**src/design/bsp_pkg.sv**
```systemverilog
package bsp_pkg;

    // ----------------------------------------
    // Data path sizes
    // ----------------------------------------
    localparam int DATA_W = 16;
    localparam int FIFO_ENTRIES = 10;
    localparam logic [3:0] PTR_LAST = 4'h9;
    localparam logic [3:0] DEPTH_MAX_CODE = 4'h9;
    localparam logic [3:0] DEPTH_DEFAULT = 4'h1;
    localparam logic [3:0] LAST_BIT_8 = 4'h7;
    localparam logic [3:0] LAST_BIT_16 = 4'hF;
    localparam logic [7:0] BYTE_ZERO = 8'h00;
    localparam logic [15:0] WORD_ZERO = 16'h0000;

    // ----------------------------------------
    // Field encodings
    // ----------------------------------------
    localparam logic [1:0] WL_8BIT = 2'h0;
    localparam logic [1:0] TX_IRQ_OFF = 2'h0;
    localparam logic [1:0] TX_IRQ_EMPTY = 2'h1;
    localparam logic [1:0] TX_IRQ_UNDERFLOW = 2'h2;
    localparam logic [1:0] TX_IRQ_FULL = 2'h3;
    localparam logic [1:0] RX_IRQ_NOT_EMPTY = 2'h1;
    localparam logic [1:0] RX_IRQ_FULL = 2'h3;
    localparam int PRESC_W = 8;

    // ----------------------------------------
    // Types
    // ----------------------------------------
    typedef enum logic [1:0] {
        BSP_IDLE = 2'b01,
        BSP_RUN = 2'b10
    } bsp_state_type;

    // Codes above the last legal one fall back to one entry
    function automatic logic [3:0] depth_decode(input logic [3:0] code);
        if (code <= DEPTH_MAX_CODE) begin
            return 4'(code + 4'h1);
        end
        return DEPTH_DEFAULT;
    endfunction : depth_decode

endpackage : bsp_pkg

```
**src/design/bsp_fifo.sv**
```systemverilog
`timescale 1ns/100ps
module bsp_fifo (
    // Clock and reset
    input logic core_clk,
    input logic reset,
    // Fill side
    input logic wr_en,
    input logic [15:0] wr_data,
    // Drain side
    input logic rd_en,
    output logic [15:0] rd_data,
    // Programmed depth, 1 to 10
    input logic [3:0] depth,
    // Status
    output logic [3:0] count,
    output logic full,
    output logic not_empty
);

    logic [15:0] mem [bsp_pkg::FIFO_ENTRIES];
    logic [3:0] wr_ptr;
    logic [3:0] rd_ptr;

    // ----------------------------------------
    // Storage, one write port per entry
    // ----------------------------------------
    for (genvar i = 0; i < bsp_pkg::FIFO_ENTRIES; i++) begin : g_entry
        always_ff @(posedge core_clk or posedge reset) begin
            if (reset) begin
                mem[i] <= bsp_pkg::WORD_ZERO;
            end else if (wr_en && wr_ptr == 4'(i)) begin
                mem[i] <= wr_data;
            end
        end
    end

    // ----------------------------------------
    // Pointers and fill level
    // ----------------------------------------
    // Pointers wrap on the physical size; depth only limits the fill level
    always_ff @(posedge core_clk or posedge reset) begin
        if (reset) begin
            wr_ptr <= 4'h0;
            rd_ptr <= 4'h0;
            count <= 4'h0;
        end else begin
            if (wr_en) begin
                wr_ptr <= (wr_ptr == bsp_pkg::PTR_LAST) ? 4'h0 : 4'(wr_ptr + 4'h1);
            end
            if (rd_en) begin
                rd_ptr <= (rd_ptr == bsp_pkg::PTR_LAST) ? 4'h0 : 4'(rd_ptr + 4'h1);
            end
            if (wr_en && !rd_en) begin
                count <= 4'(count + 4'h1);
            end else if (rd_en && !wr_en) begin
                count <= 4'(count - 4'h1);
            end
        end
    end

    assign rd_data = mem[rd_ptr];
    assign full = count >= depth;
    assign not_empty = count != 4'h0;

endmodule : bsp_fifo

```
**src/design/bsp_prescaler.sv**
```systemverilog
`timescale 1ns/100ps
module bsp_prescaler (
    // Clock and reset
    input logic core_clk,
    input logic reset,
    // Control
    input logic run,
    input logic [7:0] divide,
    // One-cycle enable at each serial clock half period
    output logic tick
);

    logic [7:0] cnt;
    logic [7:0] top;

    // A divide of zero behaves as one so the clock never stalls
    assign top = (divide == 8'h00) ? 8'h00 : 8'(divide - 8'h01);
    assign tick = run && cnt == top;

    always_ff @(posedge core_clk or posedge reset) begin
        if (reset) begin
            cnt <= 8'h00;
        end else if (!run || tick) begin
            cnt <= 8'h00;
        end else begin
            cnt <= 8'(cnt + 8'h01);
        end
    end

endmodule : bsp_prescaler

```
**src/design/bsp_core.sv**
```systemverilog
// Behaviour
// RL1 - Separate ten by sixteen transmit and receive buffers
// RL2 - Eight or sixteen bit words, left justified
// RL3 - One shift register sends and receives together
// RL4 - Serial clock output as master, input as slave
// RL5 - Polarity and phase settings match on both ends
// RL6 - Phase picks first or second edge sampling
// RL7 - Serial clock idles at polarity level
// RL8 - Select falls after stable clock, held low
// RL9 - Slave clock at most one eighth system
// RL10 - Word end loads next transmit word
// RL11 - Transmit depth change waits for word end
// RL12 - Transmit full, not empty, empty, underflow flags
// RL13 - Transmit write clears underflow and its request
// RL14 - Source select picks transmit interrupt condition
// RL15 - Source codes: off, empty, underflow, full
// RL16 - Writes before enable are never sent
// RL17 - Eight bit receive lands in upper byte
// RL18 - Receive depth codes give one to ten
// RL19 - Not empty when any held; full at depth
// RL20 - One deep: store sets both, read clears
// RL21 - Store while full raises receive overflow
// RL22 - Overflowing word discarded, buffer kept
// RL23 - Enable sets empty; write starts master clock
// RL24 - Empty raised again as word enters shifter
// RL25 - Disable sets empty, clears received bit count
// RL26 - All enabled sources share one interrupt line
// RL27 - Empty on last word leaving; write clears
`timescale 1ns/100ps
module bsp_core (
    // Clock and reset
    input logic core_clk,
    input logic reset,
    // Configuration
    input logic block_enable,
    input logic master_select,
    input logic clk_pol,
    input logic clk_pha,
    input logic [1:0] word_length_sel,
    input logic [3:0] rx_depth_sel,
    input logic [3:0] tx_depth_sel,
    input logic [1:0] tx_irq_source_sel,
    input logic [1:0] rx_irq_source_sel,
    input logic rx_err_irq_en,
    input logic [7:0] clock_prescaler,
    // Transmit data port
    input logic tx_wr_valid,
    input logic [15:0] tx_wr_data,
    output logic tx_wr_ready,
    // Receive data port
    input logic rx_rd_req,
    output logic [15:0] rx_rd_data,
    // Status
    output logic tx_full_flag,
    output logic tx_not_empty_flag,
    output logic tx_empty_flag,
    output logic tx_underflow_flag,
    output logic rx_not_empty_flag,
    output logic rx_full_flag,
    output logic rx_overflow_flag,
    input logic rx_overflow_clr,
    output logic irq,
    // Serial pins
    input logic sclk_in,
    output logic sclk_out,
    output logic sclk_oe,
    input logic mosi_in,
    output logic mosi_out,
    output logic mosi_oe,
    input logic miso_in,
    output logic miso_out,
    output logic miso_oe,
    input logic ss_n_in
);

    // ----------------------------------------
    // Declarations
    // ----------------------------------------
    bsp_pkg::bsp_state_type state;
    logic [15:0] sreg;
    logic [3:0] bit_cnt;
    logic [3:0] last_bit;
    logic [3:0] tx_depth_act;
    logic [3:0] tx_count;
    logic [3:0] rx_count;
    logic [15:0] tx_head;
    logic [15:0] load_data;
    logic [15:0] rx_word;
    logic sclk_level, sclk_prev, ss_prev, dout, have_word;
    logic is8, tick, din, slave_sel, sclk_moved;
    logic lead, trail, sample_edge, shift_edge, word_end;
    logic m_start, s_start, load, load_act, tx_pop, tx_wr;
    logic rx_store, rx_rd, ovf_set, ufl_set, idle_ok, m_stop;
    logic tx_irq, rx_irq;

    // ----------------------------------------
    // Buffers and clock divider
    // ----------------------------------------
    bsp_fifo u_tx_fifo ( // RL1
        .core_clk(core_clk),
        .reset(reset),
        .wr_en(tx_wr),
        .wr_data(tx_wr_data),
        .rd_en(tx_pop),
        .rd_data(tx_head),
        .depth(tx_depth_act),
        .count(tx_count),
        .full(tx_full_flag),
        .not_empty(tx_not_empty_flag)
    );

    bsp_fifo u_rx_fifo ( // RL1
        .core_clk(core_clk),
        .reset(reset),
        .wr_en(rx_store),
        .wr_data(rx_word),
        .rd_en(rx_rd),
        .rd_data(rx_rd_data),
        .depth(bsp_pkg::depth_decode(rx_depth_sel)), // RL18
        .count(rx_count),
        .full(rx_full_flag), // RL19 RL20
        .not_empty(rx_not_empty_flag)
    );

    bsp_prescaler u_presc (
        .core_clk(core_clk),
        .reset(reset),
        .run(state == bsp_pkg::BSP_RUN),
        .divide(clock_prescaler),
        .tick(tick)
    );

    // ----------------------------------------
    // Serial clock edges
    // ----------------------------------------
    assign is8 = word_length_sel == bsp_pkg::WL_8BIT;
    assign last_bit = is8 ? bsp_pkg::LAST_BIT_8 : bsp_pkg::LAST_BIT_16; // RL2
    assign slave_sel = block_enable && !master_select && !ss_n_in; // RL8
    // No synchroniser here: the slave clock is slow enough to sample directly
    assign sclk_moved = slave_sel && sclk_in != sclk_prev; // RL9
    always_comb begin
        if (master_select) begin
            lead = block_enable && state == bsp_pkg::BSP_RUN && tick && sclk_level == clk_pol;
            trail = block_enable && state == bsp_pkg::BSP_RUN && tick && sclk_level != clk_pol;
        end else begin
            lead = sclk_moved && sclk_prev == clk_pol; // RL5
            trail = sclk_moved && sclk_prev != clk_pol;
        end
    end
    assign sample_edge = clk_pha ? trail : lead; // RL6
    assign shift_edge = clk_pha ? lead : trail; // RL6
    assign din = master_select ? miso_in : mosi_in;
    assign word_end = sample_edge && bit_cnt == last_bit;

    // ----------------------------------------
    // Load and buffer control
    // ----------------------------------------
    assign tx_wr_ready = block_enable && !tx_full_flag;
    assign tx_wr = tx_wr_valid && tx_wr_ready; // RL16
    assign m_start = block_enable && master_select && state == bsp_pkg::BSP_IDLE
        && tx_not_empty_flag; // RL23
    // A word preloaded at the last word end goes out first, not a fresh pop
    assign s_start = block_enable && !master_select && ss_prev && !ss_n_in && !have_word;
    assign load = m_start || s_start || word_end; // RL10
    assign load_act = load && (tx_not_empty_flag || !master_select);
    assign tx_pop = load && tx_not_empty_flag; // RL10
    assign ufl_set = load && !tx_not_empty_flag && !master_select; // RL12
    assign load_data = tx_not_empty_flag ? tx_head : bsp_pkg::WORD_ZERO;
    assign rx_word = is8 ? {sreg[6:0], din, bsp_pkg::BYTE_ZERO} : {sreg[14:0], din}; // RL17
    assign rx_store = word_end && !rx_full_flag; // RL21
    assign ovf_set = word_end && rx_full_flag; // RL22
    assign rx_rd = rx_rd_req && rx_not_empty_flag; // RL20
    assign idle_ok = master_select ? state == bsp_pkg::BSP_IDLE : ss_n_in;
    assign m_stop = trail && !(word_end ? tx_not_empty_flag : have_word);

    always_ff @(posedge core_clk or posedge reset) begin
        if (reset) begin
            tx_depth_act <= bsp_pkg::DEPTH_DEFAULT;
        end else if (idle_ok || word_end) begin
            tx_depth_act <= bsp_pkg::depth_decode(tx_depth_sel); // RL11
        end
    end

    // ----------------------------------------
    // Shift register and bit counter
    // ----------------------------------------
    always_ff @(posedge core_clk or posedge reset) begin
        if (reset) begin
            sreg <= bsp_pkg::WORD_ZERO;
        end else if (load_act) begin
            sreg <= load_data; // RL3
        end else if (sample_edge) begin
            sreg <= {sreg[14:0], din}; // RL3
        end
    end

    always_ff @(posedge core_clk or posedge reset) begin
        if (reset) begin
            dout <= 1'b0;
        end else if (load_act) begin
            dout <= load_data[15]; // RL2
        end else if (shift_edge) begin
            dout <= sreg[15];
        end
    end

    always_ff @(posedge core_clk or posedge reset) begin
        if (reset) begin
            bit_cnt <= 4'h0;
        end else if (!block_enable || (!master_select && ss_n_in) || m_start) begin
            bit_cnt <= 4'h0; // RL25
        end else if (sample_edge) begin
            bit_cnt <= word_end ? 4'h0 : 4'(bit_cnt + 4'h1);
        end
    end

    // ----------------------------------------
    // Master sequencing
    // ----------------------------------------
    always_ff @(posedge core_clk or posedge reset) begin
        if (reset) begin
            state <= bsp_pkg::BSP_IDLE;
        end else begin
            unique case (state)
                bsp_pkg::BSP_IDLE: begin
                    if (m_start) begin
                        state <= bsp_pkg::BSP_RUN; // RL23
                    end
                end
                bsp_pkg::BSP_RUN: begin
                    if (!block_enable || !master_select || m_stop) begin
                        state <= bsp_pkg::BSP_IDLE;
                    end
                end
            endcase
        end
    end

    always_ff @(posedge core_clk or posedge reset) begin
        if (reset) begin
            have_word <= 1'b0;
        end else if (m_start) begin
            have_word <= 1'b1;
        end else if (word_end) begin
            have_word <= tx_not_empty_flag;
        end else if (!block_enable || (master_select && state == bsp_pkg::BSP_IDLE)) begin
            have_word <= 1'b0;
        end
    end

    always_ff @(posedge core_clk or posedge reset) begin
        if (reset) begin
            sclk_level <= 1'b0;
        end else if (state != bsp_pkg::BSP_RUN) begin
            sclk_level <= clk_pol; // RL7
        end else if (tick) begin
            sclk_level <= !sclk_level;
        end
    end

    always_ff @(posedge core_clk or posedge reset) begin
        if (reset) begin
            sclk_prev <= 1'b0;
            ss_prev <= 1'b1;
        end else begin
            sclk_prev <= sclk_in;
            ss_prev <= ss_n_in;
        end
    end

    // ----------------------------------------
    // Pin drive
    // ----------------------------------------
    assign sclk_out = sclk_level;
    assign sclk_oe = block_enable && master_select; // RL4
    assign mosi_out = dout;
    assign mosi_oe = block_enable && master_select;
    assign miso_out = dout;
    // Unselected slaves release the line so several can share it
    assign miso_oe = slave_sel;

    // ----------------------------------------
    // Sticky flags, set wins over clear except on empty, where a write beats the last pop
    // ----------------------------------------
    always_ff @(posedge core_clk or posedge reset) begin
        if (reset) begin
            tx_empty_flag <= 1'b1;
        end else if (!block_enable || (tx_pop && tx_count == 4'h1 && !tx_wr)) begin
            tx_empty_flag <= 1'b1; // RL24 RL25 RL27
        end else if (tx_wr) begin
            tx_empty_flag <= 1'b0; // RL23 RL27
        end
    end

    always_ff @(posedge core_clk or posedge reset) begin
        if (reset) begin
            tx_underflow_flag <= 1'b0;
        end else if (ufl_set) begin
            tx_underflow_flag <= 1'b1; // RL12
        end else if (tx_wr) begin
            tx_underflow_flag <= 1'b0; // RL13
        end
    end

    always_ff @(posedge core_clk or posedge reset) begin
        if (reset) begin
            rx_overflow_flag <= 1'b0;
        end else if (ovf_set) begin
            rx_overflow_flag <= 1'b1; // RL21
        end else if (rx_overflow_clr) begin
            rx_overflow_flag <= 1'b0;
        end
    end

    // ----------------------------------------
    // Interrupt
    // ----------------------------------------
    always_comb begin
        unique case (tx_irq_source_sel) // RL14 RL15
            bsp_pkg::TX_IRQ_OFF: tx_irq = 1'b0;
            bsp_pkg::TX_IRQ_EMPTY: tx_irq = tx_empty_flag;
            bsp_pkg::TX_IRQ_UNDERFLOW: tx_irq = tx_underflow_flag;
            bsp_pkg::TX_IRQ_FULL: tx_irq = tx_full_flag;
        endcase
    end
    always_comb begin
        rx_irq = 1'b0;
        if (rx_irq_source_sel == bsp_pkg::RX_IRQ_NOT_EMPTY) begin
            rx_irq = rx_not_empty_flag;
        end else if (rx_irq_source_sel == bsp_pkg::RX_IRQ_FULL) begin
            rx_irq = rx_full_flag;
        end
    end
    assign irq = tx_irq || rx_irq || (rx_err_irq_en && rx_overflow_flag); // RL26
endmodule : bsp_core

```
**config.mk**
```make
export PLATFORM = sky130hd
export DESIGN_NAME = bsp_core
export DESIGN_NICKNAME = d
export VERILOG_FILES = /design/src/design/bsp_pkg.sv /design/src/design/bsp_fifo.sv /design/src/design/bsp_prescaler.sv /design/src/design/bsp_core.sv
export SDC_FILE = /design/constraint.sdc
export NUM_CORES = 1
export LEC_CHECK = 0
export BUFFER_PORTS_ARGS = -buffer_cell sky130_fd_sc_hd__buf_2
export CAP_MARGIN = 20
export CORE_MARGIN = 8
export CORE_UTILIZATION = 30
export DETAILED_ROUTE_END_ITERATION = 8
export SLEW_MARGIN = 20
export SYNTH_ARGS = -nofsm -noshare
export SYNTH_HDL_FRONTEND = slang
export SYNTH_HIERARCHICAL = 1
export SYNTH_SLANG_ARGS = --single-unit
```
**constraint.sdc**
```tcl
create_clock -name core_clk -period 9.62 [get_ports core_clk]
set_input_delay 0.481 -clock core_clk [delete_from_list [all_inputs] [get_ports core_clk]]
set_output_delay 0.481 -clock core_clk [all_outputs]
set_load 0.1 [all_outputs]
```
==> impl_metrics.json <==
{
  "status": "finished, final reports clean",
  "core_area_um2": 64200,
  "p_clk_share_pct": 30.8,
  "tightestPinTransition_ns": 1.02,
  "max-cap-violations": 0,
  "cts_setup_buffers": 0,
  "p_comb_share_pct": 27.4,
  "grt_max_degree": 94,
  "vdd_drop_max_uv": 150,
  "hold_viol": 0,
  "grt_pass1_wl_um": 74300,
  "worst-path-max-fanout": 24,
  "p_leak_uw": 0.0101,
  "grt-ovfl-total": 0,
  "design_area_um2": 21800,
  "die-height_um": 271,
  "p_switching_uw": 1730,
  "numCtsBuffers": 42,
  "synth_most_common_cell": "dfrtp_1",
  "synth_top_area_share_pct": 49.2,
  "clock.fmax_mhz": 171,
  "area_growth_pct": 12.0,
  "synth_area_um2": 19400,
  "syn_nets": 1565,
  "syn-instance-count": 1488,
  "gp_congestion": 0.766,
  "cts_tree": "done",
  "slew_headroom_pct": 31.5,
  "p_per_area_nw_per_um2": 244,
  "switching_share_pct": 32.4,
  "min_period_over_period_pct": 60.8,
  "synth_area_leaders": "dfrtp_1, mux2_2, mux4_2",
  "initial_utilization_pct": 30.3,
  "worstSetupEndpointType": "flip-flop",
  "synthFlopType": "dfrtp_1",
  "num_vias": 12000,
  "setup_violations": 0,
  "synth.avg_cell_area_um2": 13.1,
  "p_int_uw": 3600,
  "synth_edf_count": 0,
  "fin_setup_tns_ns": 0,
  "multi_input_area_um2": 8920,
  "min_period_ns": 5.85,
  "first_iter_violations": 695,
  "seqPwrFrac_pct": 41.8,
  "drv_slew": 0,
  "drt_first_pass_iters": 7,
  "clock-root-buffer": "clkbuf_16",
  "seq_area_um2": 9670,
  "dp_hpwl_um": 28800,
  "num_rows": 93,
  "path_clk_slew_ns": 0.06,
  "num-fill-cells": 6272,
  "post_dp_cell_area_um2": 20300,
  "ys_types": 82,
  "fin_skew_ns": 0.0191,
  "synth-seq-cells": 386,
  "startpoint_type": "input port",
  "routed_via_density": 4.98,
  "rsz0062_at_grt": "false",
  "holdPathStages": 1,
  "worstPathRequired_ns": 10.04,
  "die_area_um2": 73200,
  "ys_seq_area_share_pct": 49.7,
  "synth_top_area_cell": "dfrtp_1",
  "drt_wl_total_um": 45700,
  "async_flop_share_pct": 100,
  "antenna_found_initial": 4,
  "worst-r2r-cell-count": 17,
  "grt_use_total_pct": 12.4,
  "wl_per_cell_um": 19.0,
  "portBuffers": 82,
  "drcViolationCount": 0,
  "clock_latency_ns": 0.55,
  "first_global_vias": 13000,
  "synthTopCellsByCount": "dfrtp_1, mux2_2, nor2_1, nand2_1, inv_1",
  "critPathKind": "in2reg",
  "io_pins": 83,
  "final_nets": 1596,
  "htreeDepth": 2,
  "hold_path_class": "in2reg",
  "die_w_um": 271,
  "ys_warn_count": 6,
  "clock_path_buffers": 3,
  "cts_sinks": 386,
  "drive_gt1_share_pct": 41.3,
  "antenna_left": 0,
  "arrival_ns": 6.27
}
==> state kept, by name, summed over array words and instances (netlist names), 2 cells and up <==
name	count
u_tx_fifo/mem	160
tx_depth_act	4
u_presc/cnt	8
sreg	16
u_rx_fifo/count	4
u_tx_fifo/rd_ptr	4
u_tx_fifo/count	4
u_tx_fifo/wr_ptr	4
u_rx_fifo/wr_ptr	4
state	2
u_rx_fifo/rd_ptr	4
u_rx_fifo/mem	160
bit_cnt	4
==> through the flow <==
| step | hold WS (ns) | setup slack (ns) | power, uW | std cells | util [%] |
|---|---|---|---|---|---|
| 2_1_floorplan | 0.297 | 4.40 | 3350 | 1488 | - |
| 3_3_place_gp | 0.452 | 3.34 | 3650 | 2329 | 31.7 |
| 3_5_place_dp | 0.457 | 3.16 | 3710 | 2329 | 31.7 |
| 4_1_cts | 0.0476 | 3.73 | 5390 | 2404 | 33.9 |
| 5_1_grt | 0.0612 | 3.24 | 5620 | 2404 | 33.9 |
| 6_report | 0.0748 | 3.77 | 5320 | 2405 | 33.9 |
==> cell usage in the layout (no fill, tap or decap), drive strengths merged, types with 7 or more instances in the layout <==
cell | synthesis | layout
inv | 42 | 42
a21o | 10 | 10
xnor2 | 19 | 19
ha | 23 | 23
nand2b | 9 | 9
nor2 | 87 | 87
nor3 | 10 | 10
buf | 63 | 94
nand2 | 55 | 55
o2bb2ai | 15 | 15
nand3 | 22 | 22
clkinv | 2 | 7
mux4 | 32 | 32
and2 | 11 | 11
clkbuf | 25 | 64
mux2 | 397 | 397
o221ai | 33 | 33
a21oi | 14 | 14
nor2b | 14 | 14
mux2i | 36 | 36
o21ai | 41 | 41
o22ai | 37 | 37
dfrtp | 382 | 382
==> critical path, cell delays in order <==
cell,delay (ns)
buf_2,0.12
inv_1,0.05
ha_1,0.31
or3b_2,0.53
nor2_1,0.13
a2111oi_0,0.07
o32a_1,0.37
nor4_4,0.51
and2_1,0.34
nand4b_4,0.15
a32o_2,0.43
o21ai_2,0.22
and2_1,0.72
inv_1,0.11
ha_1,0.24
inv_1,0.15
ha_1,0.26
a21o_1,0.20
a2111oi_0,0.43
a31oi_1,0.10
a221o_1,0.33
==> worst paths after layout <==
| kind | from | end | slack [ns] |
|---|---|---|---|
| min reg2reg | u_rx_fifo/mem[65] | u_rx_fifo/mem[65] | 0.50 |
| max in group asynchronous | reset | u_rx_fifo/rd_ptr[0] | 7.59 |
| max | clock_prescaler[0] | u_tx_fifo/count[3] | 3.77 |
| max reg2reg | u_presc/cnt[2] | u_tx_fifo/count[3] | 4.13 |
| min | ss_n_in | ss_prev | 0.07 |
| min in group asynchronous | reset | sclk_prev | 0.46 |
==> kinds of logic after synthesis <==
kind of cell / Yosys count / share of synthesized area (%)
compound gates: 187 / 7.18
fa+ha+maj: 25 / 1.69
mux: 465 / 29.0
simple gates: 247 / 6.78
buf+inv: 152 / 4.40
flops: 386 / 49.7
xor+xnor: 26 / 1.24
==> cell type report <==
class | count | share of cell area, %
Multi-Input combinational cell | 950 | 41.0
Antenna cell | 1 | 0.0115
Sequential cell | 386 | 44.4
Timing Repair Buffer | 95 | 2.38
Inverter | 44 | 0.804
Clock inverter | 10 | 0.718
Tap cell | 855 | 4.91
Clock buffer | 64 | 5.81
==> metal layers <==
layer	track usage (%)	share of wire, %	routed length [um]
met1	15.6	44	20200
met5	0	0.028	13
met2	22.0	51	23100
met3	2.25	3.6	1670
met4	2.65	1.7	756
==> power groups by stage <==
stage / clock [uW] / sequential [uW] / combinational [uW]
2_1_floorplan: 0 / 2180 / 1180
3_3_place_gp: 0 / 2230 / 1420
3_5_place_dp: 0 / 2250 / 1460
4_1_cts: 1690 / 2220 / 1470
5_1_grt: 1760 / 2270 / 1580
6_report: 1640 / 2220 / 1460
==> timing repair <==
item / in CTS / in global routing
endpoints found under the hold margin: 1 / 0
gates resized for setup: 0 / 0
hold buffers: 1 / 0
Power figures use the tool's default switching activity.
